`config.mk`:
```
export PLATFORM = sky130hd
export DESIGN_NAME = pfm_mux
export DESIGN_NICKNAME = d
export VERILOG_FILES = /design/src/verilog/pfm_mux_pkg.sv /design/src/verilog/pfm_sync.sv /design/src/verilog/pfm_pin_cell.sv /design/src/verilog/pfm_mux.sv
export VERILOG_INCLUDE_DIRS = /design/src /design/src/verilog
export SDC_FILE = /design/constraint.sdc
export NUM_CORES = 1
export LEC_CHECK = 0
export BUFFER_PORTS_ARGS = -buffer_cell sky130_fd_sc_hd__buf_2
export CAP_MARGIN = 20
export CELL_PAD_IN_SITES_DETAIL_PLACEMENT = 0
export CELL_PAD_IN_SITES_GLOBAL_PLACEMENT = 1
export CORE_ASPECT_RATIO = 0.6
export CORE_MARGIN = 2
export CORE_UTILIZATION = 40
export CTS_CLUSTER_DIAMETER = 30
export DETAILED_ROUTE_END_ITERATION = 12
export HOLD_SLACK_MARGIN = 0.08
export PLACE_DENSITY_LB_ADDON = 0.15
export SLEW_MARGIN = 20
export SYNTH_ARGS = -nofsm -noshare
export SYNTH_HDL_FRONTEND = slang
export SYNTH_HIERARCHICAL = 1
export SYNTH_SLANG_ARGS = --single-unit
export TNS_END_PERCENT = 50
```
`constraint.sdc`:
```
create_clock -name core_clk -period 3 [get_ports core_clk]
set_input_delay 0.3 -clock core_clk [delete_from_list [all_inputs] [get_ports core_clk]]
set_output_delay 0.3 -clock core_clk [all_outputs]
set_load 0.01 [all_outputs]
```
`src/verilog/pfm_mux_consts.svh`:
```
// Constants for the port alternate-function mux: pin indices, masks, resets
// Assumes inclusion by the package only; pins are packed P0, P1, P3, P4
`ifndef PFM_MUX_CONSTS_SVH
`define PFM_MUX_CONSTS_SVH
`define PFM_P0_W 7
`define PFM_P1_W 2
`define PFM_P3_W 10
`define PFM_P4_W 1
`define PFM_NPINS 20
`define PFM_SYNC_STAGES 3
`define PFM_IX_T6_CH1 0
`define PFM_IX_T6_CH0 1
`define PFM_IX_NMI 2
`define PFM_IX_IRQ0 3
`define PFM_IX_IRQ1 4
`define PFM_IX_IRQ2 5
`define PFM_IX_IRQ3 6
`define PFM_IX_ANA0 7
`define PFM_IX_ANA1 8
`define PFM_IX_A0_TX 9
`define PFM_IX_A0_RX 10
`define PFM_IX_SCK4 11
`define PFM_IX_T0_CH1 12
`define PFM_IX_T1_CH0 13
`define PFM_IX_T1_CH1 14
`define PFM_IX_TW0_DATA 17
`define PFM_IX_TW0_CLK 18
`define PFM_IX_CS0 19
`define PFM_ALT_MASK 20'he7e7f
`define PFM_DBG_MASK 20'h00020
`define PFM_OE_N_RST 20'hfffff
`define PFM_LVL_RST 20'h00000
`endif

```
`src/verilog/pfm_mux_pkg.sv`:
```
// Types shared by the port alternate-function mux
// Assumes the constants header sits beside it
`include "pfm_mux_consts.svh"
package pfm_mux_pkg;
   typedef enum logic [1:0] {PFM_SCK_BAUD, PFM_SCK_SERIAL, PFM_SCK_CAPTURE, PFM_SCK_TIMER_OUT} pfm_p32_sel_t;
   typedef struct packed {
      logic [`PFM_NPINS-1:0] pad_out;
      logic [`PFM_NPINS-1:0] pad_oe_n;
      logic [`PFM_NPINS-1:0] level;
      logic [1:0]            cap6;
      logic                  nmi;
      logic [3:0]            ext_irq;
      logic                  adc_trig;
      logic                  dbg_rst;
      logic [1:0]            ana_en;
      logic                  a0_rx;
      logic                  irq7;
      logic                  cs4_din;
      logic                  a0_bclk;
      logic                  cs4_sck;
      logic [1:0]            cap0;
      logic [1:0]            cap1;
      logic                  a2_rx;
      logic                  tw0_data;
      logic                  tw0_clk;
      logic                  cs0_din;
      logic                  tw1_data;
   } pfm_state_t;
endpackage

```
`src/verilog/pfm_sync.sv`:
```
// Pin input synchroniser: three stages, change taken once stages two and three agree
// Assumes pins are asynchronous to core_clk
`timescale 1ns/1ps
module pfm_sync
   import pfm_mux_pkg::*;
#(
   parameter int W = `PFM_NPINS
)
(
   input  wire logic         core_clk,
   input  wire logic         rst,
   input  wire logic [W-1:0] pin_async,
   output logic      [W-1:0] pin_level
);
   typedef struct packed {
      logic [W-1:0] s1;
      logic [W-1:0] s2;
      logic [W-1:0] s3;
      logic [W-1:0] filt;
   } pfm_sync_state_t;
   pfm_sync_state_t st_r;
   pfm_sync_state_t st_nxt;
   always_comb
   begin
      st_nxt      = st_r;
      st_nxt.s1   = pin_async;
      st_nxt.s2   = st_r.s1;
      st_nxt.s3   = st_r.s2;
      st_nxt.filt = (st_r.s2 & ~(st_r.s2 ^ st_r.s3)) | (st_r.filt & (st_r.s2 ^ st_r.s3));
   end
   always_ff @(posedge core_clk)
   begin
      if (rst)
         st_r <= '0;
      else
         st_r <= st_nxt;
   end
   assign pin_level = st_r.filt;
endmodule // pfm_sync

```
`src/verilog/pfm_pin_cell.sv`:
```
// One pin's output selector: port latch and direction, or alternate drive
// Assumes alt_* come from the mux decode on the same clock
`timescale 1ns/1ps
module pfm_pin_cell
(
   input  wire logic alt_sel,
   input  wire logic alt_drive,
   input  wire logic alt_val,
   input  wire logic alt_od,
   input  wire logic latch,
   input  wire logic dir,
   output logic      pad_out,
   output logic      pad_oe_n
);
   always_comb
   begin
      if (!alt_sel)
      begin
         pad_out  = latch;
         pad_oe_n = dir;
      end
      else if (alt_od)
      begin
         pad_out  = 1'b0;
         pad_oe_n = alt_val | ~alt_drive;
      end
      else
      begin
         pad_out  = alt_val;
         pad_oe_n = ~alt_drive;
      end
   end
endmodule // pfm_pin_cell

```
`src/verilog/pfm_mux.sv`:
```
// Port alternate-function mux for ports 0, 1, 3 and pin 0 of port 4
// Assumes control bits come from logic on core_clk; pad inputs are asynchronous
//
// Notes on behaviour
// - In alternate use, port latch and direction bits do not affect the pin.
// - P0 pin 0: capture input of timer6 ch1 at select 0, its output at 1.
// - P0 pin 1: capture input of timer6 ch0 at select 0, its output at 1.
// - P0 pin 2 feeds the non-maskable interrupt when its mode bit is set.
// - P0 pin 3: external interrupt 0 at select 0, converter trigger at 1.
// - P0 pins 4, 5, 6 feed external interrupts 1, 2, 3 in alternate mode.
// - Debug enable makes P0 pin 5 the debug reset, overriding mode and select.
// - P1 pins 0 and 1 give converter analog outputs when direction bit is 1.
// - P3 pin 0: async0 transmit at select 0, serial4 data out at 1.
// - P3 pin 1: async0 receive and interrupt 7 at 0, serial4 data in at 1.
// - P3 pin 2: baud clock, serial4 clock, timer0 ch0 capture or output.
// - P3 pin 3: timer0 ch1 capture at select 0, its output at 1.
// - P3 pins 4, 5: timer1 ch0, ch1 capture at select 0, outputs at 1.
// - P3 pin 8: async2 transmit at 0, two-wire 0 data at 1 with open drain.
// - P3 pin 9: async2 receive at 0, two-wire 0 clock at 1 with open drain.
// - P4 pin 0: serial0 data in at 0, two-wire 1 data at 1 with open drain.
// - Direction bit 0 means output, 1 means input, on every port pin.
`timescale 1ns/1ps
module pfm_mux
   import pfm_mux_pkg::*;
#(
   parameter int P0_W = `PFM_P0_W,
   parameter int P1_W = `PFM_P1_W,
   parameter int P3_W = `PFM_P3_W,
   parameter int P4_W = `PFM_P4_W
)
(
   input  wire logic            core_clk,
   input  wire logic            rst,
   input  wire logic [P0_W-1:0] p0_pin_function_mode_bit,
   input  wire logic [P0_W-1:0] p0_function_select_bit,
   input  wire logic [P0_W-1:0] p0_port_output_latch_bit,
   input  wire logic [P0_W-1:0] p0_direction_bit,
   input  wire logic [P1_W-1:0] p1_port_output_latch_bit,
   input  wire logic [P1_W-1:0] p1_direction_bit,
   input  wire logic [P3_W-1:0] p3_pin_function_mode_bit,
   input  wire logic [P3_W-1:0] p3_function_select_bit,
   input  wire logic [P3_W-1:0] p3_function_select_extension_bit,
   input  wire logic [P3_W-1:0] p3_port_output_latch_bit,
   input  wire logic [P3_W-1:0] p3_direction_bit,
   input  wire logic [P3_W-1:0] p3_open_drain_select_bit,
   input  wire logic [P4_W-1:0] p4_pin_function_mode_bit,
   input  wire logic [P4_W-1:0] p4_function_select_bit,
   input  wire logic [P4_W-1:0] p4_port_output_latch_bit,
   input  wire logic [P4_W-1:0] p4_direction_bit,
   input  wire logic [P4_W-1:0] p4_open_drain_select_bit,
   input  wire logic            debug_pin_enable,
   input  wire logic [P0_W-1:0] p0_pin_in,
   input  wire logic [P1_W-1:0] p1_pin_in,
   input  wire logic [P3_W-1:0] p3_pin_in,
   input  wire logic [P4_W-1:0] p4_pin_in,
   output logic      [P0_W-1:0] p0_pin_out,
   output logic      [P0_W-1:0] p0_pin_oe_n,
   output logic      [P1_W-1:0] p1_pin_out,
   output logic      [P1_W-1:0] p1_pin_oe_n,
   output logic      [P3_W-1:0] p3_pin_out,
   output logic      [P3_W-1:0] p3_pin_oe_n,
   output logic      [P4_W-1:0] p4_pin_out,
   output logic      [P4_W-1:0] p4_pin_oe_n,
   output logic      [P0_W-1:0] p0_pin_level,
   output logic      [P1_W-1:0] p1_pin_level,
   output logic      [P3_W-1:0] p3_pin_level,
   output logic      [P4_W-1:0] p4_pin_level,
   input  wire logic            timer6_out_ch1,
   input  wire logic            timer6_out_ch0,
   input  wire logic            async0_tx,
   input  wire logic            clocked_serial4_data_out,
   input  wire logic            clocked_serial4_clock_out,
   input  wire logic            clocked_serial4_clock_drive,
   input  wire logic            timer0_out_ch0,
   input  wire logic            timer0_out_ch1,
   input  wire logic            timer1_out_ch0,
   input  wire logic            timer1_out_ch1,
   input  wire logic            async2_tx,
   input  wire logic            twowire0_data_out,
   input  wire logic            twowire0_clock_out,
   input  wire logic            twowire1_data_out,
   output logic                 timer6_capture_in_ch1,
   output logic                 timer6_capture_in_ch0,
   output logic                 nmi_in,
   output logic                 ext_irq_in0,
   output logic                 ext_irq_in1,
   output logic                 ext_irq_in2,
   output logic                 ext_irq_in3,
   output logic                 converter_ext_trigger,
   output logic                 debug_reset_in,
   output logic                 analog_out0,
   output logic                 analog_out1,
   output logic                 async0_rx,
   output logic                 ext_irq_in7,
   output logic                 clocked_serial4_data_in,
   output logic                 async0_baud_clock_in,
   output logic                 clocked_serial4_clock_in,
   output logic                 timer0_capture_in_ch0,
   output logic                 timer0_capture_in_ch1,
   output logic                 timer1_capture_in_ch0,
   output logic                 timer1_capture_in_ch1,
   output logic                 async2_rx,
   output logic                 twowire0_data_in,
   output logic                 twowire0_clock_in,
   output logic                 clocked_serial0_data_in,
   output logic                 twowire1_data_in
);
   localparam int N = `PFM_NPINS;

   pfm_state_t   state_r;
   pfm_state_t   state_nxt;
   logic [N-1:0] mode_all;
   logic [N-1:0] fsel_all;
   logic [N-1:0] od_all;
   logic [N-1:0] latch_all;
   logic [N-1:0] dir_all;
   logic [N-1:0] pin_all;
   logic [N-1:0] lvl;
   logic [N-1:0] alt_sel;
   logic [N-1:0] alt_drive;
   logic [N-1:0] alt_val;
   logic [N-1:0] alt_od;
   logic [N-1:0] cell_out;
   logic [N-1:0] cell_oe_n;
   pfm_p32_sel_t sck_sel;

   // Flatten the ports into one pin vector
   assign mode_all  = {p4_pin_function_mode_bit, p3_pin_function_mode_bit, 2'h0, p0_pin_function_mode_bit};
   assign fsel_all  = {p4_function_select_bit, p3_function_select_bit, 2'h0, p0_function_select_bit};
   assign od_all    = {p4_open_drain_select_bit, p3_open_drain_select_bit, 9'h000};
   assign latch_all = {p4_port_output_latch_bit, p3_port_output_latch_bit, p1_port_output_latch_bit,
                       p0_port_output_latch_bit};
   assign dir_all   = {p4_direction_bit, p3_direction_bit, p1_direction_bit, p0_direction_bit};
   assign pin_all   = {p4_pin_in, p3_pin_in, p1_pin_in, p0_pin_in};

   assign sck_sel = pfm_p32_sel_t'({p3_function_select_extension_bit[2], p3_function_select_bit[2]});

   // Alternate selection, with debug overriding P0 pin 5
   assign alt_sel = (mode_all & `PFM_ALT_MASK) | (debug_pin_enable ? `PFM_DBG_MASK : 20'h00000);

   // Two-wire pins need both the select and the open-drain bit
   assign alt_od = {fsel_all[19] & od_all[19], fsel_all[18] & od_all[18], fsel_all[17] & od_all[17],
                    17'h00000};

   assign alt_drive = {alt_od[19],
                       alt_od[18],
                       ~fsel_all[17] | alt_od[17],
                       2'h0,
                       fsel_all[14], fsel_all[13],
                       fsel_all[12],
                       (sck_sel == PFM_SCK_SERIAL) ? clocked_serial4_clock_drive :
                                                     (sck_sel == PFM_SCK_TIMER_OUT),
                       1'b0,
                       1'b1,
                       7'h00,
                       fsel_all[1],
                       fsel_all[0]};

   assign alt_val = {twowire1_data_out,
                     twowire0_clock_out,
                     fsel_all[17] ? twowire0_data_out : async2_tx,
                     2'h0,
                     timer1_out_ch1, timer1_out_ch0,
                     timer0_out_ch1,
                     (sck_sel == PFM_SCK_SERIAL) ? clocked_serial4_clock_out : timer0_out_ch0,
                     1'b0,
                     fsel_all[9] ? clocked_serial4_data_out : async0_tx,
                     7'h00,
                     timer6_out_ch0,
                     timer6_out_ch1};

   pfm_sync #(
      .W         (N)
   ) u_sync (
      .core_clk  (core_clk),
      .rst       (rst),
      .pin_async (pin_all),
      .pin_level (lvl)
   );

   // Per-pin output selector
   genvar gi;
   generate
      for (gi = 0; gi < N; gi = gi + 1)
      begin : g_pin
         pfm_pin_cell u_cell (
            .alt_sel   (alt_sel[gi]),
            .alt_drive (alt_drive[gi]),
            .alt_val   (alt_val[gi]),
            .alt_od    (alt_od[gi]),
            .latch     (latch_all[gi]),
            .dir       (dir_all[gi]),
            .pad_out   (cell_out[gi]),
            .pad_oe_n  (cell_oe_n[gi])
         );
      end
   endgenerate

   always_comb
   begin
      state_nxt          = state_r;
      state_nxt.pad_out  = cell_out;
      state_nxt.pad_oe_n = cell_oe_n;
      state_nxt.level    = lvl;
      state_nxt.cap6[1]  = alt_sel[`PFM_IX_T6_CH1] & ~fsel_all[`PFM_IX_T6_CH1] & lvl[`PFM_IX_T6_CH1];
      state_nxt.cap6[0]  = alt_sel[`PFM_IX_T6_CH0] & ~fsel_all[`PFM_IX_T6_CH0] & lvl[`PFM_IX_T6_CH0];
      state_nxt.nmi      = alt_sel[`PFM_IX_NMI] & lvl[`PFM_IX_NMI];
      state_nxt.ext_irq[0] = alt_sel[`PFM_IX_IRQ0] & ~fsel_all[`PFM_IX_IRQ0] & lvl[`PFM_IX_IRQ0];
      state_nxt.adc_trig   = alt_sel[`PFM_IX_IRQ0] & fsel_all[`PFM_IX_IRQ0] & lvl[`PFM_IX_IRQ0];
      state_nxt.ext_irq[1] = alt_sel[`PFM_IX_IRQ1] & lvl[`PFM_IX_IRQ1];
      state_nxt.ext_irq[2] = ~debug_pin_enable & alt_sel[`PFM_IX_IRQ2] & lvl[`PFM_IX_IRQ2];
      state_nxt.ext_irq[3] = alt_sel[`PFM_IX_IRQ3] & lvl[`PFM_IX_IRQ3];
      state_nxt.dbg_rst    = debug_pin_enable & lvl[`PFM_IX_IRQ2];
      state_nxt.ana_en     = p1_direction_bit;
      state_nxt.a0_rx    = alt_sel[`PFM_IX_A0_RX] & ~fsel_all[`PFM_IX_A0_RX] & lvl[`PFM_IX_A0_RX];
      state_nxt.irq7     = alt_sel[`PFM_IX_A0_RX] & ~fsel_all[`PFM_IX_A0_RX] & lvl[`PFM_IX_A0_RX];
      state_nxt.cs4_din  = alt_sel[`PFM_IX_A0_RX] & fsel_all[`PFM_IX_A0_RX] & lvl[`PFM_IX_A0_RX];
      state_nxt.a0_bclk  = alt_sel[`PFM_IX_SCK4] & (sck_sel == PFM_SCK_BAUD) & lvl[`PFM_IX_SCK4];
      state_nxt.cs4_sck  = alt_sel[`PFM_IX_SCK4] & (sck_sel == PFM_SCK_SERIAL) & lvl[`PFM_IX_SCK4];
      state_nxt.cap0[0]  = alt_sel[`PFM_IX_SCK4] & (sck_sel == PFM_SCK_CAPTURE) & lvl[`PFM_IX_SCK4];
      state_nxt.cap0[1]  = alt_sel[`PFM_IX_T0_CH1] & ~fsel_all[`PFM_IX_T0_CH1] & lvl[`PFM_IX_T0_CH1];
      state_nxt.cap1[0]  = alt_sel[`PFM_IX_T1_CH0] & ~fsel_all[`PFM_IX_T1_CH0] & lvl[`PFM_IX_T1_CH0];
      state_nxt.cap1[1]  = alt_sel[`PFM_IX_T1_CH1] & ~fsel_all[`PFM_IX_T1_CH1] & lvl[`PFM_IX_T1_CH1];
      state_nxt.a2_rx    = alt_sel[`PFM_IX_TW0_CLK] & ~fsel_all[`PFM_IX_TW0_CLK] & lvl[`PFM_IX_TW0_CLK];
      state_nxt.tw0_data = alt_sel[`PFM_IX_TW0_DATA] & alt_od[`PFM_IX_TW0_DATA] & lvl[`PFM_IX_TW0_DATA];
      state_nxt.tw0_clk  = alt_sel[`PFM_IX_TW0_CLK] & alt_od[`PFM_IX_TW0_CLK] & lvl[`PFM_IX_TW0_CLK];
      state_nxt.cs0_din  = alt_sel[`PFM_IX_CS0] & ~fsel_all[`PFM_IX_CS0] & lvl[`PFM_IX_CS0];
      state_nxt.tw1_data = alt_sel[`PFM_IX_CS0] & alt_od[`PFM_IX_CS0] & lvl[`PFM_IX_CS0];
   end

   always_ff @(posedge core_clk)
   begin
      if (rst)
      begin
         state_r          <= '0;
         state_r.pad_oe_n <= `PFM_OE_N_RST;
         state_r.level    <= `PFM_LVL_RST;
      end
      else
         state_r <= state_nxt;
   end

   // Registered outputs
   assign p0_pin_out   = state_r.pad_out[6:0];
   assign p0_pin_oe_n  = state_r.pad_oe_n[6:0];
   assign p1_pin_out   = state_r.pad_out[8:7];
   assign p1_pin_oe_n  = state_r.pad_oe_n[8:7];
   assign p3_pin_out   = state_r.pad_out[18:9];
   assign p3_pin_oe_n  = state_r.pad_oe_n[18:9];
   assign p4_pin_out   = state_r.pad_out[19:19];
   assign p4_pin_oe_n  = state_r.pad_oe_n[19:19];
   assign p0_pin_level = state_r.level[6:0];
   assign p1_pin_level = state_r.level[8:7];
   assign p3_pin_level = state_r.level[18:9];
   assign p4_pin_level = state_r.level[19:19];
   assign timer6_capture_in_ch1   = state_r.cap6[1];
   assign timer6_capture_in_ch0   = state_r.cap6[0];
   assign nmi_in                  = state_r.nmi;
   assign ext_irq_in0             = state_r.ext_irq[0];
   assign ext_irq_in1             = state_r.ext_irq[1];
   assign ext_irq_in2             = state_r.ext_irq[2];
   assign ext_irq_in3             = state_r.ext_irq[3];
   assign converter_ext_trigger   = state_r.adc_trig;
   assign debug_reset_in          = state_r.dbg_rst;
   assign analog_out0             = state_r.ana_en[0];
   assign analog_out1             = state_r.ana_en[1];
   assign async0_rx               = state_r.a0_rx;
   assign ext_irq_in7             = state_r.irq7;
   assign clocked_serial4_data_in = state_r.cs4_din;
   assign async0_baud_clock_in    = state_r.a0_bclk;
   assign clocked_serial4_clock_in = state_r.cs4_sck;
   assign timer0_capture_in_ch0   = state_r.cap0[0];
   assign timer0_capture_in_ch1   = state_r.cap0[1];
   assign timer1_capture_in_ch0   = state_r.cap1[0];
   assign timer1_capture_in_ch1   = state_r.cap1[1];
   assign async2_rx               = state_r.a2_rx;
   assign twowire0_data_in        = state_r.tw0_data;
   assign twowire0_clock_in       = state_r.tw0_clk;
   assign clocked_serial0_data_in = state_r.cs0_din;
   assign twowire1_data_in        = state_r.tw1_data;
endmodule // pfm_mux

```
# [Word level (Yosys, flattened, before mapping)]
# Index checks and enable logic that the tools add are counted.
[classes] eq_ne=3 muxes=31 bitwise=68 reduce_logical=11
[op_table] cell="$and A1 B1 Y1" n=43
[op_table] cell="$and A20 B20 Y20" n=2
[op_table] cell="$mux W1" n=30
[op_table] cell="$not A20 Y20" n=1
[op_table] cell="$or A20 B20 Y20" n=1
[op_table] cell="$or A20 B6 Y20" n=1
[op_table] cell="$reduce_or A2 Y1" n=10
[op_table] cell="$xor A20 B20 Y20" n=1
[op_table] cell="$not A1 Y1" n=15
[op_table] cell="$mux W6" n=1
[op_table] cell="$eq A2 B2 Y1 const B" n=2
[op_table] cell="$or A1 B1 Y1" n=4
[op_table] cell="$eq A2 B1 Y1 const B" n=1
[op_table] cell="$logic_not A2 Y1" n=1
[totals] reg_bits=164 inputBits=134 output_inout_bits=85 word_cells=157

# [Depth between registers and ports, before layout]
# Gate-level depths: netlist (run 1).
[depth] depth_word=6 depth_mapped=5

# [By module]
# Netlist (run 1), hierarchy kept.
[by_module_without_submodules] module="pfm_sync" n_inst=1 cells_per_inst=229 area_each_um2=2914.0 seq_area_each_um2=1601.5
[by_module_without_submodules] module="pfm_mux" n_inst=1 cells_per_inst=188 area_each_um2=2396.0 seq_area_each_um2=1681.6
[by_module_without_submodules] module="pfm_pin_cell" n_inst=20 cells_per_inst=6 area_each_um2=30.0 seq_area_each_um2=0.0

# [Worst setup path before layout (run 1)]
# Ideal clock, no wire load.
[synth_timing] path_kind="input to register" from="in p3_function_select_bit[2]" to="reg state_r, in the netlist p3_pin_out[2]" setup_ns=0.114 arrival_ns=1.033 path_slack_ns=1.853 stages=5 cell_sequence="nor2b_1 > mux2_2 > nand3b_1 > o21ai_0 > nor2b_1"
[synth_via] elab_chain_cells=3
[synth_rtl] item="start, declared" line="pfm_mux.sv:41" source="input wire logic [P3_W-1:0] p3_function_select_bit,"
[synth_rtl] item="$eq A2 B1 Y1" line="pfm_mux.sv:165" source="(sck_sel == PFM_SCK_SERIAL) ? clocked_serial4_clock_out : timer0_out_ch0,"
[synth_rtl] item="$mux W1" line="pfm_mux.sv:165"
[synth_rtl] item="named net alt_val[11]" line="pfm_mux.sv:121" source="logic [N-1:0] alt_val;"
[synth_rtl] item="$mux W1" line="pfm_pin_cell.sv:17" source="if (!alt_sel)"
[synth_rtl] item="named net cell_out[11]" line="pfm_mux.sv:123" source="logic [N-1:0] cell_out;"
[synth_rtl] item="end signal, assigned" line="pfm_mux.sv:240" source="state_r <= state_nxt;"
[synth_rtl] item="end, declared" line="pfm_mux.sv:110" source="pfm_state_t state_r;"
# The timed path passes the listed nets, and every way through them passes these cells.
# A chain may end at the register's enable or synchronous reset.

# [Worst setup path after layout (run 1)]
[layout_timing] from="reg state_r, in the netlist ext_irq_in7" to="out ext_irq_in7"
[layout_lines] item="end, declared" line="pfm_mux.sv:94" source="output logic ext_irq_in7,"
# No word-level cell between the ends.

==> flow_metrics.tcl, run 1 <==
set metrics [dict create \
    finalSetupTns_ps 0 \
    maxCapViolCount 0 \
    clock.fmax_mhz 822 \
    die_x_um 161 \
    clk_pin_slew_ps 60 \
    final.min_clock_period_ps 1220 \
    worst_slew_pin_slew_ps 768 \
    r2r_setup_slack_ps 2190 \
    cts.path.max_buffers 2 \
    worstHoldPathType "input port to flip-flop" \
    skew_ps 15.2 \
    avgRoutedWirePerCell_um 10.2 \
    use_met3 0.0467 \
    yosys.area_share.simple 0.275 \
    vias 4090 \
    placed_cells 976 \
    place_congestion 0.786 \
    areaGrowthSynthToFinish_pct 30.2 \
    core_mm2 0.0145 \
    cts_tree "done" \
    ys_warn_count 6 \
    crit_path_end_kind "primary output" \
    hold_violations 0 \
    hpwlAfterDp_mm 7.29 \
    slowest_stage "dfxtp_1" \
    synth_compound_area_frac 0.0859 \
    synth-xor-area-share 0 \
    clock_latency_ps 410 \
    drtAntennaViolNets 0 \
    critPathTopFamily "flip-flops" \
    cp-start-kind "flip-flop" \
    powerDensity_mw_per_mm2 610 \
    rsz0062_at_grt "no" \
    wirelength_mm 10.3 \
    drtIter0Drc 118 \
    p_leak_nw 3.57 \
    worstSetupPathType "flip-flop to primary output" \
    multi_input_area_mm2 0.00247 \
    postSynthRegisterBits 164 \
    drt_pass1_iterations 4 \
    drv_slew 0 \
    synth_fa_ha_area_frac 0 \
    grt_util_met1 0.162 \
    htree_num_levels 4 \
    die_area_mm2 0.0158 \
    cts-buffers-inserted 17 \
    syn_inst 537 \
    cp_num_buf_inv 1 \
    final_cell_count_no_fill 1009 \
    r2r_cells 2 \
    regArea_mm2 0.00328 \
    slowest_delay_ps 370 \
    required_ps 2700 \
    finalSetupViolations 0 \
    drt-vias-per-instance 4.05 \
    fill_cells 1353 \
    synthMuxAreaShare 0.00572 \
    layout_commonest_cell "buf_2" \
    vdd_drop_max_v 0.000346 \
    root_buffer "clkbuf_16" \
    grt-ovfl-total 0 \
    ctsHoldBuffers 0 \
    min_period_over_period 0.405 \
    max_slew_margin 0.488 \
    grt_max_degree 82 \
    path_depth 1 \
    layout-drive-gt1-share 0.408 \
    ctsResizeCount 0 \
    dieHeight_um 98.2 \
    rows 34 \
    io_buffers 193 \
    syn_avg_cell_area_um2 11.0 \
    postCtsSetupRepairBufs 0 \
    n_antenna_cell 0 \
    crit_fanout 2 \
    start_util 0.409 \
    met2_usage 0.224 \
    grt_use_total 0.135 \
    io_pins 219 \
    arrival_ps 920 \
    mostFrequentLayoutCells "buf_2, dfxtp_1, conb_1, nand2_1, o21ai_0" \
    grt_pass1_wl_mm 17.3 \
    hold_depth 2 \
    antenna_found_initial 0 \
    outcome "completed" \
    synthesis.area_mm2 0.00591 \
    grt_pass1_vias 3976 \
    drc 0 \
    cts_sinks 164 \
    ys_seq_area_frac 0.555 \
    synth_top_family_by_area "simple AND/OR/NAND/NOR gates" \
    synth_cell_types 27 \
    grt.busiest_layer "met2" \
    cp_cell_sequence "buf_2" \
    nets 932 \
]
[cells in the mapped netlist]
cell	instances	area [µm²]
nor3_1	1	5.00
conb_1	2	7.51
buf_6	4	45.0
nand2_1	40	150
dfxtp_1	164	3280
inv_1	20	75.1
nor2b_4	25	344
nor2b_2	35	307
and3b_1	10	87.6
nor3b_1	1	7.51
o21a_1	1	7.51
and3_1	6	37.5
mux2_2	3	33.8
nor2_1	20	75.1
a31oi_1	20	125
or2_1	3	18.8
or2_2	18	113
nor2b_1	38	238
nand2b_1	1	6.26
and2_1	7	43.8
a21oi_2	20	175
nand3b_1	21	158
buf_8	2	30.0
buf_4	24	180
and2b_1	5	37.5
buf_12	6	120
o21ai_0	40	200
[per-stage QoR]
step                       util  hold WS [ps]  setup slack (ps)  power (mW)  instance area, µm²
after global placement    0.491           420              1360        2.63                7100
after global routing      0.532          88.3              1700        4.91                7700
final                     0.532           104              1780        4.69                7700
after floorplan               -           376              1850        2.52                6210
after CTS                 0.531          84.5              1770        4.76                7690
after detailed placement  0.491           421              1330        2.64                7100
[final cells by class]
class / count / area share
Inverter: 20 / 0.00975
Timing Repair Buffer: 199 / 0.134
Sequential cell: 164 / 0.427
Multi-Input combinational cell: 396 / 0.321
Clock buffer: 20 / 0.0606
Tap cell: 198 / 0.0322
Clock inverter: 12 / 0.0153
[report_power, final]
group	leakage [nW]	internal (mW)	switching, mW
clock network	0.276	1.22	0.879
logic	1.95	0.172	0.156
registers	1.34	2.24	0.0181
[logic make-up after synthesis]
logic type / count (synthesis)
AOI/OAI and AO/OA: 81
DFF: 164
and+or+nand+nor: 231
muxes: 3
other: 2
buffers and inverters: 56
[path summary, 6_finish.rpt]
| path | start | to |
|---|---|---|
| setup / recovery | ext_irq_in7 | ext_irq_in7 |
| hold / removal | p3_function_select_extension_bit[2] | async0_baud_clock_in |
| setup reg to reg | flip-flop | timer0_capture_in_ch0 |
| hold reg to reg | u_sync/st_nxt[57] | u_sync/st_nxt[37] |
[routing by layer]
layer	part of all wire	up-vias	wire length [µm]
met5	0	-	0
met4	0.0060	0	62
met3	0.063	7	652
met2	0.46	92	4740
met1	0.47	1831	4840
li1	-	2160	-
(Power assumes the default switching activity.)
==> inputs of run 2 (changes only) <==
--- a/config.mk
+++ b/config.mk
@@ -6,13 +6,14 @@
 export SDC_FILE = /design/constraint.sdc
 export NUM_CORES = 1
 export LEC_CHECK = 0
+export ABC_AREA = 1
 export BUFFER_PORTS_ARGS = -buffer_cell sky130_fd_sc_hd__buf_2
 export CAP_MARGIN = 20
 export CELL_PAD_IN_SITES_DETAIL_PLACEMENT = 0
 export CELL_PAD_IN_SITES_GLOBAL_PLACEMENT = 1
 export CORE_ASPECT_RATIO = 0.6
 export CORE_MARGIN = 2
-export CORE_UTILIZATION = 40
+export CORE_UTILIZATION = 35
 export CTS_CLUSTER_DIAMETER = 30
 export DETAILED_ROUTE_END_ITERATION = 12
 export HOLD_SLACK_MARGIN = 0.08
==> constraint.sdc (replaced) <==
create_clock -name core_clk -period 1.13 [get_ports core_clk]
set_input_delay 0.113 -clock core_clk [delete_from_list [all_inputs] [get_ports core_clk]]
set_output_delay 0.113 -clock core_clk [all_outputs]
set_load 0.01 [all_outputs]
==> run 2 against run 1 <==
Final cell count up 34%. Clock-buffer cell count down 3. Routed wire length up 25%. Critical path type is now input port to flip-flop.
==> flow_metrics.tcl, run 2 <==
set metrics [dict create \
    outcome "completed" \
    areaGrowthSynthToFinish_pct 48.7 \
    yosys.area_share.simple 0.196 \
    async_reset_ff_frac 0 \
    synthesis.area_mm2 0.00601 \
    regArea_mm2 0.00328 \
    layout_commonest_cell "buf_2" \
    avgRoutedWirePerCell_um 9.56 \
    postSynthRegisterBits 164 \
    cts_sinks 164 \
    cts-buffers-inserted 17 \
    vias 4983 \
    powerDensity_mw_per_mm2 1430 \
    root_buffer "clkbuf_16" \
    synth_area_leaders "dfxtp_1, inv_1, nor2_1, nand2_1, a21oi_2" \
    io_buffers 193 \
    ys_top_cells_by_count "inv_1, dfxtp_1, nor2_1, nand2_1, nand3_1" \
    crit_path_end_kind "flip-flop" \
    synth_top_area_cell "dfxtp_1" \
    clock.fmax_mhz 890 \
    antenna_found_initial 0 \
    die_x_um 173 \
    hpwlAfterDp_mm 8.46 \
    fill_cells 1662 \
    drtIter0Drc 199 \
    start_util 0.354 \
    drv_slew 0 \
    core_mm2 0.0170 \
    layout-drive-gt1-share 0.264 \
    n_antenna_cell 0 \
    pre_cts_ws_ps 114 \
    drc 0 \
    grt_pass1_wl_mm 21.8 \
    grt-ovfl-total 0 \
    wirelength_mm 12.9 \
    worstHoldPathType "input port to flip-flop" \
    required_ps 1440 \
    worstSetupPathType "input port to flip-flop" \
    multi_input_area_mm2 0.00205 \
    finalSetupTns_ps 0 \
    rows 37 \
    synth_edf_count 0 \
    grt_max_degree 38 \
    htree_num_levels 4 \
    syn_avg_cell_area_um2 8.12 \
    min_period_over_period 0.995 \
    synth_fa_ha_area_frac 0 \
    io_pins 219 \
    mostFrequentLayoutCells "buf_2, inv_1, dfxtp_1, nor2_1, dlygate4sd3_1" \
    skew_ps 7.76 \
    synth-xor-area-share 0 \
    final_cell_area_mm2 0.00894 \
    synthMuxAreaShare 0 \
    cp-start-kind "input port" \
    synth_cell_types 20 \
    synth_compound_area_frac 0.0932 \
    clock_latency_ps 420 \
    critPathTopFamily "buffers and inverters" \
    cts.path.max_buffers 2 \
    hold_violations 0 \
    finalSetupViolations 0 \
    drt-vias-per-instance 3.70 \
    drtAntennaViolNets 0 \
    place_congestion 0.734 \
    synth_top_family_by_area "simple AND/OR/NAND/NOR gates" \
    synth_top_area_frac 0.546 \
    setup_slack_ps 5.79 \
    arrival_ps 1440 \
    maxCapViolCount 0 \
    crit_fanout 4 \
    rsz0062_at_grt "yes" \
    syn_inst 741 \
    slowest_delay_ps 540 \
    final.min_clock_period_ps 1120 \
    yosysMostFrequentCell "inv_1" \
    nets 1235 \
    grt_use_total 0.149 \
    clk_pin_slew_ps 70 \
    p_leak_nw 4.43 \
    p_total_mw 12.8 \
    slowest_stage "dlygate4sd3_1" \
    dieHeight_um 106 \
    vdd_drop_max_v 0.000921 \
    cts_tree "done" \
    synth-main-ff-cell "dfxtp_1" \
    cp_cell_sequence "dlygate4sd3_1 -> buf_2 -> or2_2 -> nor2_2 -> a21oi_2 -> or2_1" \
    die_area_mm2 0.0183 \
    ys_seq_area_frac 0.546 \
    place_area_mm2 0.00734 \
    cp_num_buf_inv 2 \
    drt_pass1_iterations 4 \
    grt_pass1_vias 4694 \
    ys_warn_count 6 \
]
-- run 2: worst register-to-register path: cells and delay by family, from the launching register on --
kind             cells  cell delay (ps)
and+or+nand+nor      2              260
DFF                  1              410
-- run 2: power breakdown --
| group | total (mW) | switching [mW] | internal [mW] |
|---|---|---|---|
| sequential | 6.02 | 0.0576 | 5.96 |
| clock | 5.58 | 2.51 | 3.08 |
| combinational | 1.21 | 0.571 | 0.640 |
| total | 12.8 | 3.14 | 9.68 |
-- run 2: cell type report --
class                   count  area share
multi-input cells         438       0.229
well taps                 234      0.0327
clock inverters            15      0.0165
clock buffers              17      0.0476
repair buffers            300       0.231
inverters                 180      0.0761
flip-flops and latches    164       0.367
-- run 2: worst paths after layout --
path         cells past startpoint                 to  slack, ps                   startpoint
max                              6     p0_pin_oe_n[5]          6             debug_pin_enable
min                              5     p3_pin_oe_n[2]        120  p3_pin_function_mode_bit[2]
max reg2reg                      2        ext_irq_in7        410                    flip-flop
min reg2reg                      2  u_sync/st_nxt[30]        400            u_sync/st_nxt[50]
-- run 2: cell families after synthesis --
| group | after synthesis |
|---|---|
| flip-flops | 164 |
| AND/OR/NAND/NOR | 275 |
| buffers and inverters | 218 |
| AO/OA/AOI/OAI | 82 |
| other | 2 |
-- run 2: repair_timing --
action                     in CTS  in global routing
resized for setup               0                  3
hold buffers                  102                  1
hold endpoints to repair       87                  1
setup endpoints to repair       0                  3
buffers inserted                0                  0
-- run 2: per-layer routing --
| metal | up-vias | wire, µm | GRT usage |
|---|---|---|---|
| li1 | 2790 | - | - |
| met1 | 2044 | 6510 | 0.192 |
| met2 | 134 | 5450 | 0.231 |
| met3 | 15 | 781 | 0.0545 |
| met4 | 0 | 149 | 0.0502 |
| met5 | - | 0 | 0 |
-- run 2: through the flow --
| step | util | std cells | hold WS (ps) |
|---|---|---|---|
| 6_report | 0.526 | 1348 | 125 |
| 4_1_cts | 0.526 | 1348 | 109 |
| 3_3_place_gp | 0.432 | 1214 | 287 |
| 2_1_floorplan | - | 820 | 185 |
| 5_1_grt | 0.526 | 1348 | 153 |
| 3_5_place_dp | 0.432 | 1214 | 286 |
==> inputs of run 3 (changes only) <==
--- a/config.mk
+++ b/config.mk
@@ -7,15 +7,15 @@
 export NUM_CORES = 1
 export LEC_CHECK = 0
 export ABC_AREA = 1
-export BUFFER_PORTS_ARGS = -buffer_cell sky130_fd_sc_hd__buf_2
 export CAP_MARGIN = 20
 export CELL_PAD_IN_SITES_DETAIL_PLACEMENT = 0
 export CELL_PAD_IN_SITES_GLOBAL_PLACEMENT = 1
 export CORE_ASPECT_RATIO = 0.6
 export CORE_MARGIN = 2
-export CORE_UTILIZATION = 35
+export CORE_UTILIZATION = 44
 export CTS_CLUSTER_DIAMETER = 30
 export DETAILED_ROUTE_END_ITERATION = 12
+export DONT_BUFFER_PORTS = 1
 export HOLD_SLACK_MARGIN = 0.08
 export PLACE_DENSITY_LB_ADDON = 0.15
 export SLEW_MARGIN = 20
==> run 3 against run 2 <==
Register-to-register slack worse by 350 ps. Maximum frequency grew 1.1%. Core utilization up 8.7 points. Power fell by 2.4%. Combinational power fell by 27%. Sequential cell count unchanged. Via count is 5.2% lower. Clock power fell by 0.7%. Clock-buffer cell count unchanged. Sequential share of layout area grew 3.0 points.
==> flow_metrics.tcl, run 3 (synthesized netlist as in run 2, its figures left out) <==
set metrics [dict create \
    outcome "completed" \
    drt_pass1_iterations 5 \
    fill_cells 1170 \
    rsz0062_at_grt "no" \
    grt-ovfl-total 0 \
    place_area_mm2 0.00623 \
    slowest_delay_ps 590 \
    hpwlAfterDp_mm 7.50 \
    p_leak_nw 3.95 \
    min_period_over_period 0.984 \
    core_mm2 0.0135 \
    grt_use_total 0.179 \
    switching_share 0.237 \
    drt-vias-per-instance 4.16 \
    cts_sinks 164 \
    clk_pin_slew_ps 70 \
    drc 0 \
    dieHeight_um 94.6 \
    layout-drive-gt1-share 0.107 \
    powerDensity_mw_per_mm2 1510 \
    skew_ps 9.43 \
    cts_tree "done" \
    worstHoldPathType "input port to flip-flop" \
    hold_violations 0 \
    layout_commonest_cell "inv_1" \
    final.min_clock_period_ps 1110 \
    clock_latency_ps 410 \
    io_pins 219 \
    final_cell_area_mm2 0.00828 \
    fin_util 0.614 \
    slowest_stage "dlygate4sd3_1" \
    drv_slew 0 \
    placed_cells 957 \
    crit_fanout 3 \
    setup_slack_ps 18.4 \
    grt_pass1_wl_mm 20.7 \
    clock.fmax_mhz 900 \
    maxCapViolCount 0 \
    pre_cts_ws_ps 235 \
    cp_cell_sequence "dlygate4sd3_1 -> nand3_1 -> dlygate4sd3_1 -> nor2_1" \
    p_comb_frac 0.071 \
    finalSetupTns_ps 0 \
    place_congestion 0.783 \
    required_ps 1480 \
    vdd_drop_max_v 0.000912 \
    arrival_ps 1460 \
    mostFrequentLayoutCells "inv_1, dfxtp_1, nor2_1, dlygate4sd3_1, conb_1" \
    cp-start-kind "input port" \
    grt_pass1_vias 4591 \
    crit_path_end_kind "flip-flop" \
    grt_max_degree 86 \
    wirelength_mm 12.7 \
    p_switching_mw 2.97 \
    vias 4726 \
    io_buffers 0 \
    rows 33 \
    clkPwrFrac 0.443 \
    finalSetupViolations 0 \
    postCtsSetupRepairBufs 0 \
    root_buffer "clkbuf_16" \
    cts.path.max_buffers 2 \
    nets 1081 \
    p_int_mw 9.54 \
    die_area_mm2 0.0147 \
    p_seq_frac 0.486 \
    n_antenna_cell 0 \
    cts-buffers-inserted 17 \
    antenna_found_initial 0 \
    die_x_um 155 \
    cpMostUsedCell "dlygate4sd3_1" \
    final_cell_count_no_fill 1135 \
    htree_num_levels 4 \
    areaGrowthSynthToFinish_pct 37.7 \
    avgRoutedWirePerCell_um 11.2 \
    drtIter0Drc 184 \
    start_util 0.445 \
    drtAntennaViolNets 0 \
    worstSetupPathType "input port to flip-flop" \
]
[run 3: cell types whose count changed in the layout (fill, tap and decap cells not counted), moves of 2 or more]
cell | before | now
dlymetal6s4s_1 | 1 | 3
buf_2 | 191 | 0
clkinvlp_4 | 6 | 4
clkinv_2 | 0 | 2
dfxtp_2 | 0 | 7
dlygate4sd3_1 | 101 | 142
clkinv_4 | 4 | 2
buf_12 | 3 | 1
buf_4 | 4 | 0
dfxtp_1 | 164 | 157
[run 3: power groups by stage]
stage | Sequential (mW) | Combinational, mW | Clock (mW)
floorplan | 6.19 | 0.508 | 0
global placement | 6.21 | 0.452 | 0
detailed placement | 6.22 | 0.465 | 0
CTS | 6.08 | 0.859 | 5.68
global route | 6.10 | 1.01 | 5.94
finish | 6.08 | 0.883 | 5.54
[run 3: worst paths after layout]
path,end,cells after the start,from,slack (ps)
min reg2reg,u_sync/st_nxt[39],2,u_sync/st_nxt[59],420
min,p3_pin_oe_n[8],5,twowire0_data_out,150
max reg2reg,p1_pin_level[1],3,flip-flop,60
max,twowire0_data_in,4,p3_pin_function_mode_bit[8],20
[run 3: metal layers]
layer  track usage  part of all wire
met5             0                 0
met4        0.0610             0.011
met3        0.0496             0.058
met2         0.332              0.50
met1         0.199              0.43
[run 3: final cells by class]
cell class / instances / area, µm² / area share
Sequential cell: 164 / 3290 / 0.397
Timing Repair Buffer: 146 / 1480 / 0.179
Clock inverter: 15 / 145 / 0.0175
Tap cell: 175 / 219 / 0.0264
Multi-Input combinational cell: 438 / 2040 / 0.247
Clock buffer: 17 / 425 / 0.0514
Inverter: 180 / 681 / 0.0822
[run 3: repair_timing]
item / 4_1_cts / 5_1_grt
endpoints found under the setup margin: 0 / 9
gates resized for setup: 0 / 10
hold buffers: 145 / 1
endpoints found under the hold margin: 164 / 2
[run 3: per-stage QoR]
step,hold slack (ps),total power [mW]
finish,152,12.5
global route,155,13.1
CTS,124,12.6
detailed placement,188,6.68
global placement,187,6.67
floorplan,185,6.70
[run 3: worst max-delay path: cells and delay by family]
family	cells	cell delay, ps
AND/OR/NAND/NOR	2	180
buffers and inverters	2	1170
